### config.mk
export PLATFORM = sky130hd
export DESIGN_NAME = ssbrg_top
export DESIGN_NICKNAME = d
export VERILOG_FILES = /design/src/inc/ssbrg_pkg.sv /design/src/inc/ssbrg_gen_if.sv /design/src/verilog/ssbrg_rate_gen.sv /design/src/verilog/ssbrg_top.sv
export SDC_FILE = /design/constraint.sdc
export NUM_CORES = 1
export LEC_CHECK = 0
export ABC_AREA = 1
export BUFFER_PORTS_ARGS = -buffer_cell sky130_fd_sc_hd__buf_2
export CAP_MARGIN = 30
export CORE_MARGIN = 2
export CORE_UTILIZATION = 40
export DETAILED_ROUTE_END_ITERATION = 8
export SLEW_MARGIN = 20
export SYNTH_ARGS = -nofsm -noshare
export SYNTH_HDL_FRONTEND = slang
export SYNTH_SLANG_ARGS = --single-unit
### constraint.sdc
create_clock -name i_mclk -period 1.4 [get_ports i_mclk]
set_clock_uncertainty 0.05 [all_clocks]
set_input_delay 0.28 -clock i_mclk [delete_from_list [all_inputs] [get_ports i_mclk]]
set_output_delay 0.28 -clock i_mclk [all_outputs]
set_load 0.01 [all_outputs]
### src/inc/ssbrg_pkg.sv
// Package for the serial status flags and bit-rate generator block.
// Assumes a Wishbone classic slave with 32-bit data, registers in the low byte except the write-only transmit-end interrupt enable at control bit 8.
package ssbrg_pkg;
    // Register byte addresses
    localparam logic [3:0] ADDR_STATUS  = 4'h0;
    localparam logic [3:0] ADDR_DIVISOR = 4'h4;
    localparam logic [3:0] ADDR_CONTROL = 4'h8;
    // Status register bit positions
    localparam int BIT_TDE  = 7;
    localparam int BIT_RDF  = 6;
    localparam int BIT_OVR  = 5;
    localparam int BIT_FRM  = 4;
    localparam int BIT_PAR  = 3;
    localparam int BIT_TX_END_FLAG = 2;
    localparam int BIT_RMPB = 1;
    localparam int BIT_TMPB = 0;
    // Control register bit positions
    localparam int BIT_TXEN = 0;
    localparam int BIT_RXEN = 1;
    localparam int BIT_SYNC = 2;
    localparam int BIT_MPEN = 3;
    localparam int BIT_PEN  = 4;
    localparam int BIT_ODD  = 5;
    localparam int BIT_CKS  = 6;
    // Reset values
    localparam logic [7:0] STATUS_RST  = 8'h84;
    localparam logic [7:0] DIVISOR_RST = 8'hFF;
    localparam logic [7:0] CONTROL_RST = 8'h00;
    // Generator constants
    localparam int ASYNC_FACTOR = 64;
    localparam int SYNC_FACTOR  = 8;
    localparam int OVERSAMPLE   = 16;
    localparam int SAMPLE_POINT = 8;
    // Prescaler select codes
    typedef enum logic [1:0] {
        SSBRG_CK_SYS   = 2'b00,
        SSBRG_CK_DIV4  = 2'b01,
        SSBRG_CK_DIV16 = 2'b10,
        SSBRG_CK_DIV64 = 2'b11
    } ssbrg_cks_t;
endpackage

### src/inc/ssbrg_gen_if.sv
// Interface between the register logic and the bit-rate generator.
// Assumes both ends sit on i_mclk.
`timescale 1ns/100ps
interface ssbrg_gen_if;
    logic [7:0] divisor;
    logic [1:0] cks;
    logic       sync_mode;
    logic       run;
    logic       tick16;
    logic       bit_tick;
    modport ctrl (output divisor, cks, sync_mode, run, input tick16, bit_tick);
    modport gen  (input divisor, cks, sync_mode, run, output tick16, bit_tick);
endinterface

### src/verilog/ssbrg_rate_gen.sv
// Bit-rate generator: prescaler then divisor counter.
// Assumes one clock; the system clock stands in for the peripheral clock.
`timescale 1ns/100ps
module ssbrg_rate_gen (
    // Clock and reset
    input  wire logic   i_mclk,
    input  wire logic   i_rst_n,
    // Control and ticks
    ssbrg_gen_if.gen    gen
);
    logic [5:0] pre_r;
    logic [7:0] div_r;
    logic [4:0] sub_r;
    logic       pre_tick;
    logic       div_tick;

    // Period of the prescaler is 1, 4, 16 or 64 (2^(2n)); one more factor of two sits below
    always_comb begin
        unique case (ssbrg_pkg::ssbrg_cks_t'(gen.cks))
            ssbrg_pkg::SSBRG_CK_SYS:   pre_tick = 1'b1;
            ssbrg_pkg::SSBRG_CK_DIV4:  pre_tick = (pre_r[1:0] == 2'h3);
            ssbrg_pkg::SSBRG_CK_DIV16: pre_tick = (pre_r[3:0] == 4'hF);
            ssbrg_pkg::SSBRG_CK_DIV64: pre_tick = (pre_r == 6'h3F);
        endcase
    end

    always_ff @(posedge i_mclk or negedge i_rst_n) begin
        if (!i_rst_n) begin
            pre_r <= 6'h00;
        end else if (!gen.run) begin
            pre_r <= 6'h00;
        end else begin
            pre_r <= pre_r + 6'h01;
        end
    end

    // Divide by N+1 over the full 0..255 span
    assign div_tick = pre_tick && (div_r == 8'h00);
    always_ff @(posedge i_mclk or negedge i_rst_n) begin
        if (!i_rst_n) begin
            div_r <= 8'h00;
        end else if (!gen.run) begin
            div_r <= gen.divisor;
        end else if (pre_tick) begin
            div_r <= (div_r == 8'h00) ? gen.divisor : div_r - 8'h01;
        end
    end

    // Base tick is F/(2^(2n)*(N+1)); tick16 is every second base tick
    // Async: bit = 32 base ticks = 16 tick16; sync: bit = 4 base ticks
    always_ff @(posedge i_mclk or negedge i_rst_n) begin
        if (!i_rst_n) begin
            sub_r       <= 5'h00;
            gen.tick16  <= 1'b0;
            gen.bit_tick <= 1'b0;
        end else begin
            gen.tick16   <= 1'b0;
            gen.bit_tick <= 1'b0;
            if (!gen.run) begin
                sub_r <= 5'h00;
            end else if (div_tick) begin
                sub_r      <= sub_r + 5'h01;
                gen.tick16 <= sub_r[0];
                if (gen.sync_mode) begin
                    gen.bit_tick <= (sub_r[1:0] == 2'h3);
                end else begin
                    gen.bit_tick <= (sub_r == 5'h1F);
                end
            end
        end
    end
endmodule // ssbrg_rate_gen

### src/verilog/ssbrg_top.sv
// Status flags, divisor register and bit-rate generator of the serial interface.
// Assumes the shift datapaths report events as one-cycle pulses on i_mclk.
// Overview of operation
// - Transmit-empty sets on holding-to-shift transfer and when transmit enable clears.
// - Status flags clear only by read as 1 then write 0; writing 1 ignored.
// - Receive-full sets when an error-free character moves to the receive holding register.
// - Overrun sets when another character completes while receive-full is still 1.
// - Framing error sets on a 0 stop bit, asynchronous mode only.
// - Parity error sets on parity mismatch in asynchronous parity formats only.
// - Transmit-end sets when transmit disabled or empty at last bit sent.
// - Transmit-end is read-only; cleared by the transmit-empty read-then-write-0 sequence.
// - Received multiprocessor bit captured in multiprocessor async receive; else holds; read-only.
// - Transmit multiprocessor bit double-buffered with holding and shift registers.
// - Transmit multiprocessor bit has no effect in sync or non-multiprocessor formats.
// - Divisor register resets and enters standby as all ones.
// - Async bit rate is F/(64*2^(2n-1)*(N+1)).
// - Divisor N spans 0 to 255 unsigned.
// - Clock select picks system clock or prescaled by 4, 16, 64.
// - Sync bit rate is F/(8*2^(2n-1)*(N+1)).
// - Async receiver runs at 16x bit rate, samples at eighth cycle after start edge.
`timescale 1ns/100ps
module ssbrg_top (
    // Clock and reset
    input  wire logic        i_mclk,
    input  wire logic        i_rst_n,
    input  wire logic        i_standby,
    // Wishbone classic slave
    input  wire logic        i_wb_cyc,
    input  wire logic        i_wb_stb,
    input  wire logic        i_wb_we,
    input  wire logic [3:0]  i_wb_adr,
    input  wire logic [3:0]  i_wb_sel,
    input  wire logic [31:0] i_wb_dat,
    output logic      [31:0] o_wb_dat,
    output logic             o_wb_ack,
    // Datapath events
    input  wire logic        i_tx_load,
    input  wire logic        i_tx_last_bit,
    input  wire logic        i_rx_done,
    input  wire logic        i_rx_stop_bit,
    input  wire logic        i_rx_parity_bad,
    input  wire logic        i_rx_mpb,
    input  wire logic        i_rx_start_edge,
    // Control and timing outputs
    output logic             o_tx_enable,
    output logic             o_rx_enable,
    output logic             o_tx_mpb_send,
    output logic             o_rx_load,
    output logic             o_rx_sample,
    output logic             o_bit_tick,
    output logic             o_tx_end_irq
);
    logic [7:0] status_r;
    logic [7:0] divisor_r;
    logic [7:0] control_r;
    logic [6:0] seen_one_r;
    logic       tx_mpb_shift_r;
    logic [3:0] rx_phase_r;
    logic       rx_hunt_r;
    logic       tx_end_irq_en_r;
    logic       wr_acc;
    logic       rd_acc;
    logic       st_wr;
    logic       async_mode;
    logic       mp_fmt;
    logic       par_fmt;
    logic       rx_ok;
    logic       tx_en_fall;
    logic [7:0] rd_data;

    ssbrg_gen_if gif ();

    ssbrg_rate_gen u_gen (
        .i_mclk  (i_mclk),
        .i_rst_n (i_rst_n),
        .gen     (gif.gen)
    );

    assign gif.divisor   = divisor_r;
    assign gif.cks       = control_r[ssbrg_pkg::BIT_CKS +: 2];
    assign gif.sync_mode = control_r[ssbrg_pkg::BIT_SYNC];
    assign gif.run       = control_r[ssbrg_pkg::BIT_TXEN] | control_r[ssbrg_pkg::BIT_RXEN];

    assign async_mode = !control_r[ssbrg_pkg::BIT_SYNC];
    assign mp_fmt     = async_mode && control_r[ssbrg_pkg::BIT_MPEN];
    assign par_fmt    = async_mode && !mp_fmt && control_r[ssbrg_pkg::BIT_PEN];
    assign rx_ok      = i_rx_done && control_r[ssbrg_pkg::BIT_RXEN];

    // Bus decode; ack stands one cycle and drops before the next request
    assign wr_acc = i_wb_cyc && i_wb_stb && !o_wb_ack && i_wb_we && i_wb_sel[0];
    assign rd_acc = i_wb_cyc && i_wb_stb && !o_wb_ack && !i_wb_we;
    assign st_wr  = wr_acc && (i_wb_adr == ssbrg_pkg::ADDR_STATUS);

    always_comb begin
        rd_data = 8'h00;
        unique case (i_wb_adr)
            ssbrg_pkg::ADDR_STATUS:  rd_data = status_r;
            ssbrg_pkg::ADDR_DIVISOR: rd_data = divisor_r;
            ssbrg_pkg::ADDR_CONTROL: rd_data = control_r;
            default:                 rd_data = 8'h00;
        endcase
    end

    always_ff @(posedge i_mclk or negedge i_rst_n) begin
        if (!i_rst_n) begin
            o_wb_ack <= 1'b0;
            o_wb_dat <= 32'h0000_0000;
        end else begin
            o_wb_ack <= i_wb_cyc && i_wb_stb && !o_wb_ack;
            if (rd_acc) begin
                o_wb_dat <= {24'h00_0000, rd_data};
            end
        end
    end

    // Control register: mode bits, enables, clock select; cleared in standby
    always_ff @(posedge i_mclk or negedge i_rst_n) begin
        if (!i_rst_n) begin
            control_r       <= ssbrg_pkg::CONTROL_RST;
            tx_end_irq_en_r <= 1'b0;
        end else if (i_standby) begin
            control_r       <= ssbrg_pkg::CONTROL_RST;
            tx_end_irq_en_r <= 1'b0;
        end else if (wr_acc && i_wb_adr == ssbrg_pkg::ADDR_CONTROL) begin
            control_r <= i_wb_dat[7:0];
            if (i_wb_sel[1]) begin
                tx_end_irq_en_r <= i_wb_dat[8];
            end
        end
    end

    assign tx_en_fall = control_r[ssbrg_pkg::BIT_TXEN]
                        && (i_standby
                            || (wr_acc && i_wb_adr == ssbrg_pkg::ADDR_CONTROL
                                && !i_wb_dat[ssbrg_pkg::BIT_TXEN]));

    always_ff @(posedge i_mclk or negedge i_rst_n) begin
        if (!i_rst_n) begin
            divisor_r <= ssbrg_pkg::DIVISOR_RST;
        end else if (i_standby) begin
            divisor_r <= ssbrg_pkg::DIVISOR_RST;
        end else if (wr_acc && i_wb_adr == ssbrg_pkg::ADDR_DIVISOR) begin
            divisor_r <= i_wb_dat[7:0];
        end
    end

    // Remember which flags software has seen as 1 since the last clear
    always_ff @(posedge i_mclk or negedge i_rst_n) begin
        if (!i_rst_n) begin
            seen_one_r <= 7'h00;
        end else if (i_standby) begin
            seen_one_r <= 7'h00;
        end else if (rd_acc && i_wb_adr == ssbrg_pkg::ADDR_STATUS) begin
            seen_one_r <= seen_one_r | status_r[7:1];
        end else if (st_wr) begin
            seen_one_r <= seen_one_r & i_wb_dat[7:1];
        end
    end

    // Flags: clear first, then hardware sets win
    always_ff @(posedge i_mclk or negedge i_rst_n) begin
        if (!i_rst_n) begin
            status_r <= ssbrg_pkg::STATUS_RST;
        end else if (i_standby) begin
            status_r <= ssbrg_pkg::STATUS_RST;
        end else begin
            if (st_wr) begin
                for (int b = ssbrg_pkg::BIT_PAR; b <= ssbrg_pkg::BIT_TDE; b++) begin
                    if (!i_wb_dat[b] && seen_one_r[b-1]) begin
                        status_r[b] <= 1'b0;
                    end
                end
                if (!i_wb_dat[ssbrg_pkg::BIT_TDE] && seen_one_r[ssbrg_pkg::BIT_TDE-1]) begin
                    status_r[ssbrg_pkg::BIT_TX_END_FLAG] <= 1'b0;
                end
                status_r[ssbrg_pkg::BIT_TMPB] <= i_wb_dat[ssbrg_pkg::BIT_TMPB];
            end
            if (i_tx_load || tx_en_fall) begin
                status_r[ssbrg_pkg::BIT_TDE] <= 1'b1;
            end
            if (!control_r[ssbrg_pkg::BIT_TXEN]
                || (i_tx_last_bit && status_r[ssbrg_pkg::BIT_TDE])) begin
                status_r[ssbrg_pkg::BIT_TX_END_FLAG] <= 1'b1;
            end
            if (rx_ok) begin
                if (status_r[ssbrg_pkg::BIT_RDF]) begin
                    status_r[ssbrg_pkg::BIT_OVR] <= 1'b1;
                end else if (async_mode && !i_rx_stop_bit) begin
                    status_r[ssbrg_pkg::BIT_FRM] <= 1'b1;
                end else if (par_fmt && i_rx_parity_bad) begin
                    status_r[ssbrg_pkg::BIT_PAR] <= 1'b1;
                end else begin
                    status_r[ssbrg_pkg::BIT_RDF] <= 1'b1;
                end
                if (mp_fmt) begin
                    status_r[ssbrg_pkg::BIT_RMPB] <= i_rx_mpb;
                end
            end
        end
    end

    // Second stage of the multiprocessor bit, loaded with the character
    always_ff @(posedge i_mclk or negedge i_rst_n) begin
        if (!i_rst_n) begin
            tx_mpb_shift_r <= 1'b0;
        end else if (i_tx_load) begin
            tx_mpb_shift_r <= status_r[ssbrg_pkg::BIT_TMPB];
        end
    end

    // Receive sampling: hunt for start edge, then sample at phase 8 of 16
    always_ff @(posedge i_mclk or negedge i_rst_n) begin
        if (!i_rst_n) begin
            rx_phase_r  <= 4'h0;
            rx_hunt_r   <= 1'b1;
            o_rx_sample <= 1'b0;
        end else begin
            o_rx_sample <= 1'b0;
            if (!control_r[ssbrg_pkg::BIT_RXEN] || !async_mode || i_rx_done) begin
                rx_hunt_r  <= 1'b1;
                rx_phase_r <= 4'h0;
            end else if (rx_hunt_r && i_rx_start_edge) begin
                rx_hunt_r  <= 1'b0;
                rx_phase_r <= 4'h0;
            end else if (!rx_hunt_r && gif.tick16) begin
                rx_phase_r  <= rx_phase_r + 4'h1;
                o_rx_sample <= (rx_phase_r == 4'(ssbrg_pkg::SAMPLE_POINT - 1));
            end
        end
    end

    // Registered outputs
    always_ff @(posedge i_mclk or negedge i_rst_n) begin
        if (!i_rst_n) begin
            o_tx_enable   <= 1'b0;
            o_rx_enable   <= 1'b0;
            o_tx_mpb_send <= 1'b0;
            o_rx_load     <= 1'b0;
            o_bit_tick    <= 1'b0;
            o_tx_end_irq  <= 1'b0;
        end else begin
            o_tx_enable   <= control_r[ssbrg_pkg::BIT_TXEN];
            o_rx_enable   <= control_r[ssbrg_pkg::BIT_RXEN];
            o_tx_mpb_send <= mp_fmt && tx_mpb_shift_r;
            o_rx_load     <= rx_ok && !status_r[ssbrg_pkg::BIT_RDF];
            o_bit_tick    <= gif.bit_tick;
            o_tx_end_irq  <= tx_end_irq_en_r && status_r[ssbrg_pkg::BIT_TX_END_FLAG];
        end
    end
endmodule // ssbrg_top

==> impl_metrics.json, run 1 <==
{
  "status": "finished, violations left",
  "violations": "setup timing",
  "power.density_mw_per_mm2": 912,
  "rsz0062_at_grt": "true",
  "p_leak_nw": 2.57,
  "dieWidth_um": 103,
  "hold_class": "primary input to register",
  "max_freq_mhz": 697,
  "rows": 36,
  "avgSynthCellArea_um2": 8.40,
  "power_frac_seq_pct": 47.8,
  "start_util_pct": 40.8,
  "io_pins": 93,
  "diodes": 0,
  "synth.distinct_cells": 33,
  "clk_pin_slew_ns": 0.09,
  "finalSetupTns_ns": -0.226,
  "period_share_pct": 102,
  "gp_congestion": 0.820,
  "vias": 3329,
  "criticalPathCategory": "register to register",
  "grt_start_max_net_pins": 38,
  "clock_sinks": 73,
  "pwr-share-clk_pct": 40.7,
  "cts_buffers": 9,
  "fp.dieArea_mm2": 0.0106,
  "drt_iter0_drc": 147,
  "syn_inst": 468,
  "fill_cells": 893,
  "wl_per_cell_um": 13.4,
  "netlist_area_mm2": 0.00393,
  "grt_pass1_vias": 3250,
  "clkLatencyLatePin_ns": 0.36,
  "area_delta_synth_final_pct": 30.2,
  "drive_above_1_share_pct": 37.2,
  "root_buffer": "clkbuf_8",
  "ys_seq_elements": 73,
  "grt_antenna_before_repair": 0,
  "final_core_util_pct": 53.1,
  "worst_setup_path_start_kind": "register",
  "core_area_mm2": 0.00964,
  "ant_nets": 0,
  "power_frac_comb_pct": 11.5,
  "dieHeight_um": 103,
  "grt_pass1_wl_mm": 15.8,
  "dr.pass1.iters": 4,
  "placed_cells": 677,
  "switching_share_pct": 26.8,
  "final_cells": 709,
  "ys_seq_area_share_pct": 46.8,
  "postPlaceCellArea_mm2": 0.00449,
  "min_period_ns": 1.43,
  "portBuffers": 43,
  "critPathArrivalTime_ns": 1.63,
  "intPower_mw": 3.42,
  "gr-usage-all-layers_pct": 19.4,
  "p_sw_mw": 1.25,
  "ir_drop_uv": 630,
  "pre_cts_ws_ns": -0.157,
  "setup_viol": 10,
  "drc": 0,
  "slew_violations": 0,
  "cap_violations": 0,
  "reg2reg_slack_ns": -0.03,
  "overflow": 0,
  "hpwl_mm": 6.70,
  "cp-end-kind": "register",
  "nets": 630,
  "worstPathMaxFanout": 7,
  "avgViaCountPerCell": 4.70,
  "setup_slack_ns": -0.0345,
  "hold_violations": 0,
  "cts_tree": "done",
  "drt_wl_total_mm": 9.54,
  "fin_area_mm2": 0.00512,
  "required_ns": 1.59,
  "htreeDepth": 3,
  "yosysWarnings": 0,
  "clk_path_buf_depth": 2
}
==> layer usage <==
layer	wire length (µm)	global-route usage, %	up-vias
li1	-	-	1661
met5	0	0	-
met1	4470	26.9	1569
met3	428	3.46	11
met2	4490	31.5	88
met4	146	5.47	0
==> stage by stage <==
stage                     power, mW  hold slack (ns)
after floorplan                2.55          -0.0656
after global placement         2.74            0.146
after detailed placement       2.75            0.153
after CTS                      4.67           0.0374
after global routing           4.87           0.0392
final                          4.67           0.0495
==> critical path, cell delays in order, from the launching register on <==
cell     delay [ns]
dfrtp_1        0.40
ha_4           0.19
nand2_4        0.06
nor2_4         0.11
nand3_4        0.11
nand3_4        0.19
nand2_4        0.10
nand2_1        0.07
o21ai_1        0.06
==> synth_stat cells <==
library cell	instances	area share [%]
nand3_2	2	0.51
nand3b_1	1	0.19
nand3_4	1	0.45
bufinv_8	1	0.45
nand2_4	8	2.3
nor2_4	6	1.7
dfrtp_1	62	39
xor2_1	5	1.1
inv_1	39	3.7
nor2_1	28	2.7
o21ai_2	13	2.9
a21oi_1	14	1.8
inv_4	1	0.16
nor2_8	2	1.0
nand2_1	146	14
ha_1	6	1.9
buf_2	3	0.38
mux2_2	1	0.29
buf_4	24	4.6
nor3_1	8	1.0
buf_6	4	1.1
nand2_2	2	0.32
dfstp_2	11	7.4
nand3_1	33	4.2
o21ai_0	12	1.5
and3_1	2	0.32
nor2_2	4	0.64
o21ai_1	14	1.8
a31oi_1	1	0.16
nand4_1	3	0.48
inv_2	3	0.29
conb_1	1	0.095
or2_2	7	1.1
==> power groups by stage <==
stage	Combinational [mW]	Clock, mW	Sequential (mW)
floorplan	0.282	0	2.27
global placement	0.474	0	2.26
detailed placement	0.480	0	2.26
CTS	0.492	1.95	2.23
global route	0.604	2.03	2.24
finish	0.537	1.90	2.23
==> flip-flops by register name (all words and copies together), names as in the netlist, 4 cells and up <==
register     count
status_r         8
u_gen.sub_r      5
u_gen.div_r      8
control_r        8
u_gen.pre_r      6
seen_one_r       5
rx_phase_r       4
divisor_r        8
o_wb_dat         8
==> cell usage in the layout (no fill, tap or decap), types with 3 or more instances in the layout <==
master,netlist,final
nand4_1,3,3
xor2_1,5,5
clkbuf_8,0,9
dfrtp_1,62,61
nand2_1,146,135
o21ai_1,14,13
a21oi_1,14,13
conb_1,1,24
or2_2,7,7
nor2_4,6,10
dfstp_2,11,11
nand2_2,2,10
nand3_1,33,28
inv_2,3,5
o21ai_2,13,19
inv_1,39,35
nand2_4,8,10
inv_6,0,3
nor2_1,28,24
o21ai_0,12,6
nand2_8,0,4
buf_2,3,42
buf_6,4,7
nand3_2,2,5
nor2_2,4,4
inv_4,1,3
nand3_4,1,4
nor3_1,8,8
buf_4,24,44
==> timing repair <==
action	in CTS	in global routing
resized for setup	21	52
hold buffers	1	0
hold endpoints to repair	13	0
buffers inserted	4	8
setup endpoints to repair	17	41
cloned	3	1
pin swaps	11	27
==> cells by family after synthesis <==
logic type | count (synthesis) | synth area share, %
simple gates | 253 | 30.9
buf+inv | 75 | 10.7
flops | 73 | 46.8
compound gates | 54 | 8.15
fa+ha+maj | 6 | 1.91
xor+xnor | 5 | 1.11
other cells | 1 | 0.0954
mux | 1 | 0.287
==> final timing paths <==
kind	start	cells past startpoint	to
max	u_gen.pre_r[0]	8	u_gen.sub_r[2]
min	i_rx_start_edge	2	rx_hunt_r
max reg2reg	u_gen.pre_r[0]	8	u_gen.sub_r[2]
min reg2reg	u_gen.gen.bit_tick	0	o_bit_tick
max in group asynchronous	i_rst_n	3	divisor_r[5]
min in group asynchronous	i_rst_n	2	o_tx_end_irq
==> layout make-up <==
cell class | count | area [µm²] | area share, %
multi-input combinational | 347 | 2030 | 39.6
sequential | 73 | 1840 | 36.0
timing repair buffer | 96 | 669 | 13.1
inverter | 44 | 186 | 3.64
tap | 133 | 166 | 3.25
clock buffer | 9 | 124 | 2.42
clock inverter | 7 | 101 | 1.98
Note: power is estimated with default switching activity, not from simulation.
==> inputs of run 2 (changes only) <==
--- a/config.mk
+++ b/config.mk
@@ -11,6 +11,7 @@
 export CORE_MARGIN = 2
 export CORE_UTILIZATION = 40
 export DETAILED_ROUTE_END_ITERATION = 8
+export RECOVER_POWER = 100
 export SLEW_MARGIN = 20
 export SYNTH_ARGS = -nofsm -noshare
 export SYNTH_HDL_FRONTEND = slang
==> impl_metrics.json, run 2 (synthesis gave the netlist of run 1 again) <==
{
  "ir_drop_uv": 627,
  "violations": "setup timing",
  "worstHoldStart": "i_rx_start_edge",
  "dr.pass1.iters": 4,
  "gp_congestion": 0.820,
  "cts_tree": "done",
  "area_delta_synth_final_pct": 29.1,
  "min_period_ns": 1.43,
  "required_ns": 1.60,
  "fp.dieArea_mm2": 0.0106,
  "cp-end-kind": "register",
  "start_util_pct": 40.8,
  "finalSetupTns_ns": -0.217,
  "dieHeight_um": 103,
  "fin_area_mm2": 0.00507,
  "worstPathCellList": "ha_4 > nand2_4 > nor2_4 > nand3_4 > nand3_4 > nand2_4 > nand2_1 > o21ai_1",
  "drt_iter0_drc": 158,
  "final_cells": 709,
  "worstPathMaxFanout": 7,
  "grt_antenna_before_repair": 0,
  "nets": 630,
  "p_leak_nw": 2.48,
  "setup_viol": 10,
  "diodes": 0,
  "postPlaceCellArea_mm2": 0.00449,
  "cap_violations": 0,
  "clk_pin_slew_ns": 0.09,
  "critPathArrivalTime_ns": 1.63,
  "reg2reg_to": "u_gen.sub_r[3]",
  "clock_sinks": 73,
  "criticalPathCategory": "register to register",
  "pre_cts_ws_ns": -0.157,
  "final_core_util_pct": 52.6,
  "worst_pin_slew_ns": 0.593,
  "fill_cells": 913,
  "cts_buffers": 9,
  "io_pins": 93,
  "htreeDepth": 3,
  "period_share_pct": 102,
  "rsz0062_at_grt": "true",
  "root_buffer": "clkbuf_8",
  "r2r_start": "u_gen.pre_r[0]",
  "clk_path_buf_depth": 2,
  "gr-usage-all-layers_pct": 19.4,
  "drc": 0,
  "portBuffers": 43,
  "grt_pass1_wl_mm": 15.8,
  "max_freq_mhz": 698,
  "power.density_mw_per_mm2": 918,
  "wl_per_cell_um": 13.4,
  "slowest_stage": "dfrtp_1",
  "critPathMaxStageDelay_ns": 0.40,
  "worst_setup_path_start_kind": "register",
  "setup_slack_ns": -0.0326,
  "placed_cells": 677,
  "avgViaCountPerCell": 4.69,
  "final_cell_mix": "nand2_1, dfrtp_1, buf_4, inv_1, nand3_1",
  "hold_violations": 0,
  "min_path_cells": 2,
  "rows": 36,
  "slew_violations": 0,
  "status": "finished, violations left",
  "drive_above_1_share_pct": 33.7,
  "dieWidth_um": 103,
  "clkLatencyLatePin_ns": 0.35,
  "vias": 3322,
  "worstRegToRegCells": 8,
  "relSlewSlack_pct": 60.5,
  "reg2reg_slack_ns": -0.03,
  "grt_pass1_vias": 3250,
  "hpwl_mm": 6.70,
  "hold_end": "rx_hunt_r",
  "core_area_mm2": 0.00964,
  "ant_nets": 0,
  "grt_start_max_net_pins": 38,
  "overflow": 0,
  "drt_wl_total_mm": 9.53,
  "hold-worst-slack_ns": 0.0498,
  "total_power_mw": 4.66,
  "layout_commonest_cell": "nand2_1",
  "hold_class": "primary input to register"
}
## run 2: power breakdown
| part | total (mW) | internal, mW | switching, mW |
|---|---|---|---|
| clock | 1.90 | 1.02 | 0.874 |
| combinational | 0.528 | 0.202 | 0.326 |
| sequential | 2.23 | 2.18 | 0.0484 |
| total | 4.66 | 3.41 | 1.25 |
## run 2: final cells by class
class	count	area (µm²)	share of cell area [%]
Sequential cell	73	1840	36.3
Timing Repair Buffer	96	627	12.4
Clock buffer	9	124	2.44
Clock inverter	7	101	2.00
Inverter	44	186	3.67
Tap cell	133	166	3.28
Multi-Input combinational cell	347	2030	40.0
## run 2: layer usage
layer  routed length, µm  global-route usage (%)  vias up
met3                 467                    3.46        8
met2                4550                    31.5       87
met4                  89                    5.47        0
met1                4420                    26.9     1562
met5                   0                       0        -
li1                    -                       -     1665
## run 2: repair_timing
item / CTS / global route
hold buffers: 1 / 0
hold endpoints to repair: 13 / 0
setup buffers: 4 / 8
pin swaps: 11 / 27
resized for setup: 21 / 52
endpoints found under the setup margin: 17 / 41
cloned: 3 / 1
## run 2: worst max path at each step
stage	cells past startpoint	end	from	slack, ns
2_1_floorplan	9	u_gen.div_r[5]	u_gen.pre_r[0]	0.006
3_3_place_gp	6	u_gen.div_r[0]	u_gen.pre_r[0]	-0.13
4_1_cts	8	u_gen.sub_r[0]	u_gen.pre_r[1]	-0.04
5_1_grt	8	u_gen.sub_r[2]	u_gen.pre_r[0]	-0.12
3_5_place_dp	6	u_gen.div_r[0]	u_gen.pre_r[0]	-0.16
6_report	8	u_gen.sub_r[3]	u_gen.pre_r[0]	-0.03
## run 2: critical path: cells and delay by family, from the launching register on
| kind | cells | cell delay [ns] |
|---|---|---|
| AO/OA/AOI/OAI | 1 | 0.05 |
| adder cells (fa/ha/maj) | 1 | 0.19 |
| flip-flops | 1 | 0.40 |
| AND/OR/NAND/NOR | 6 | 0.63 |
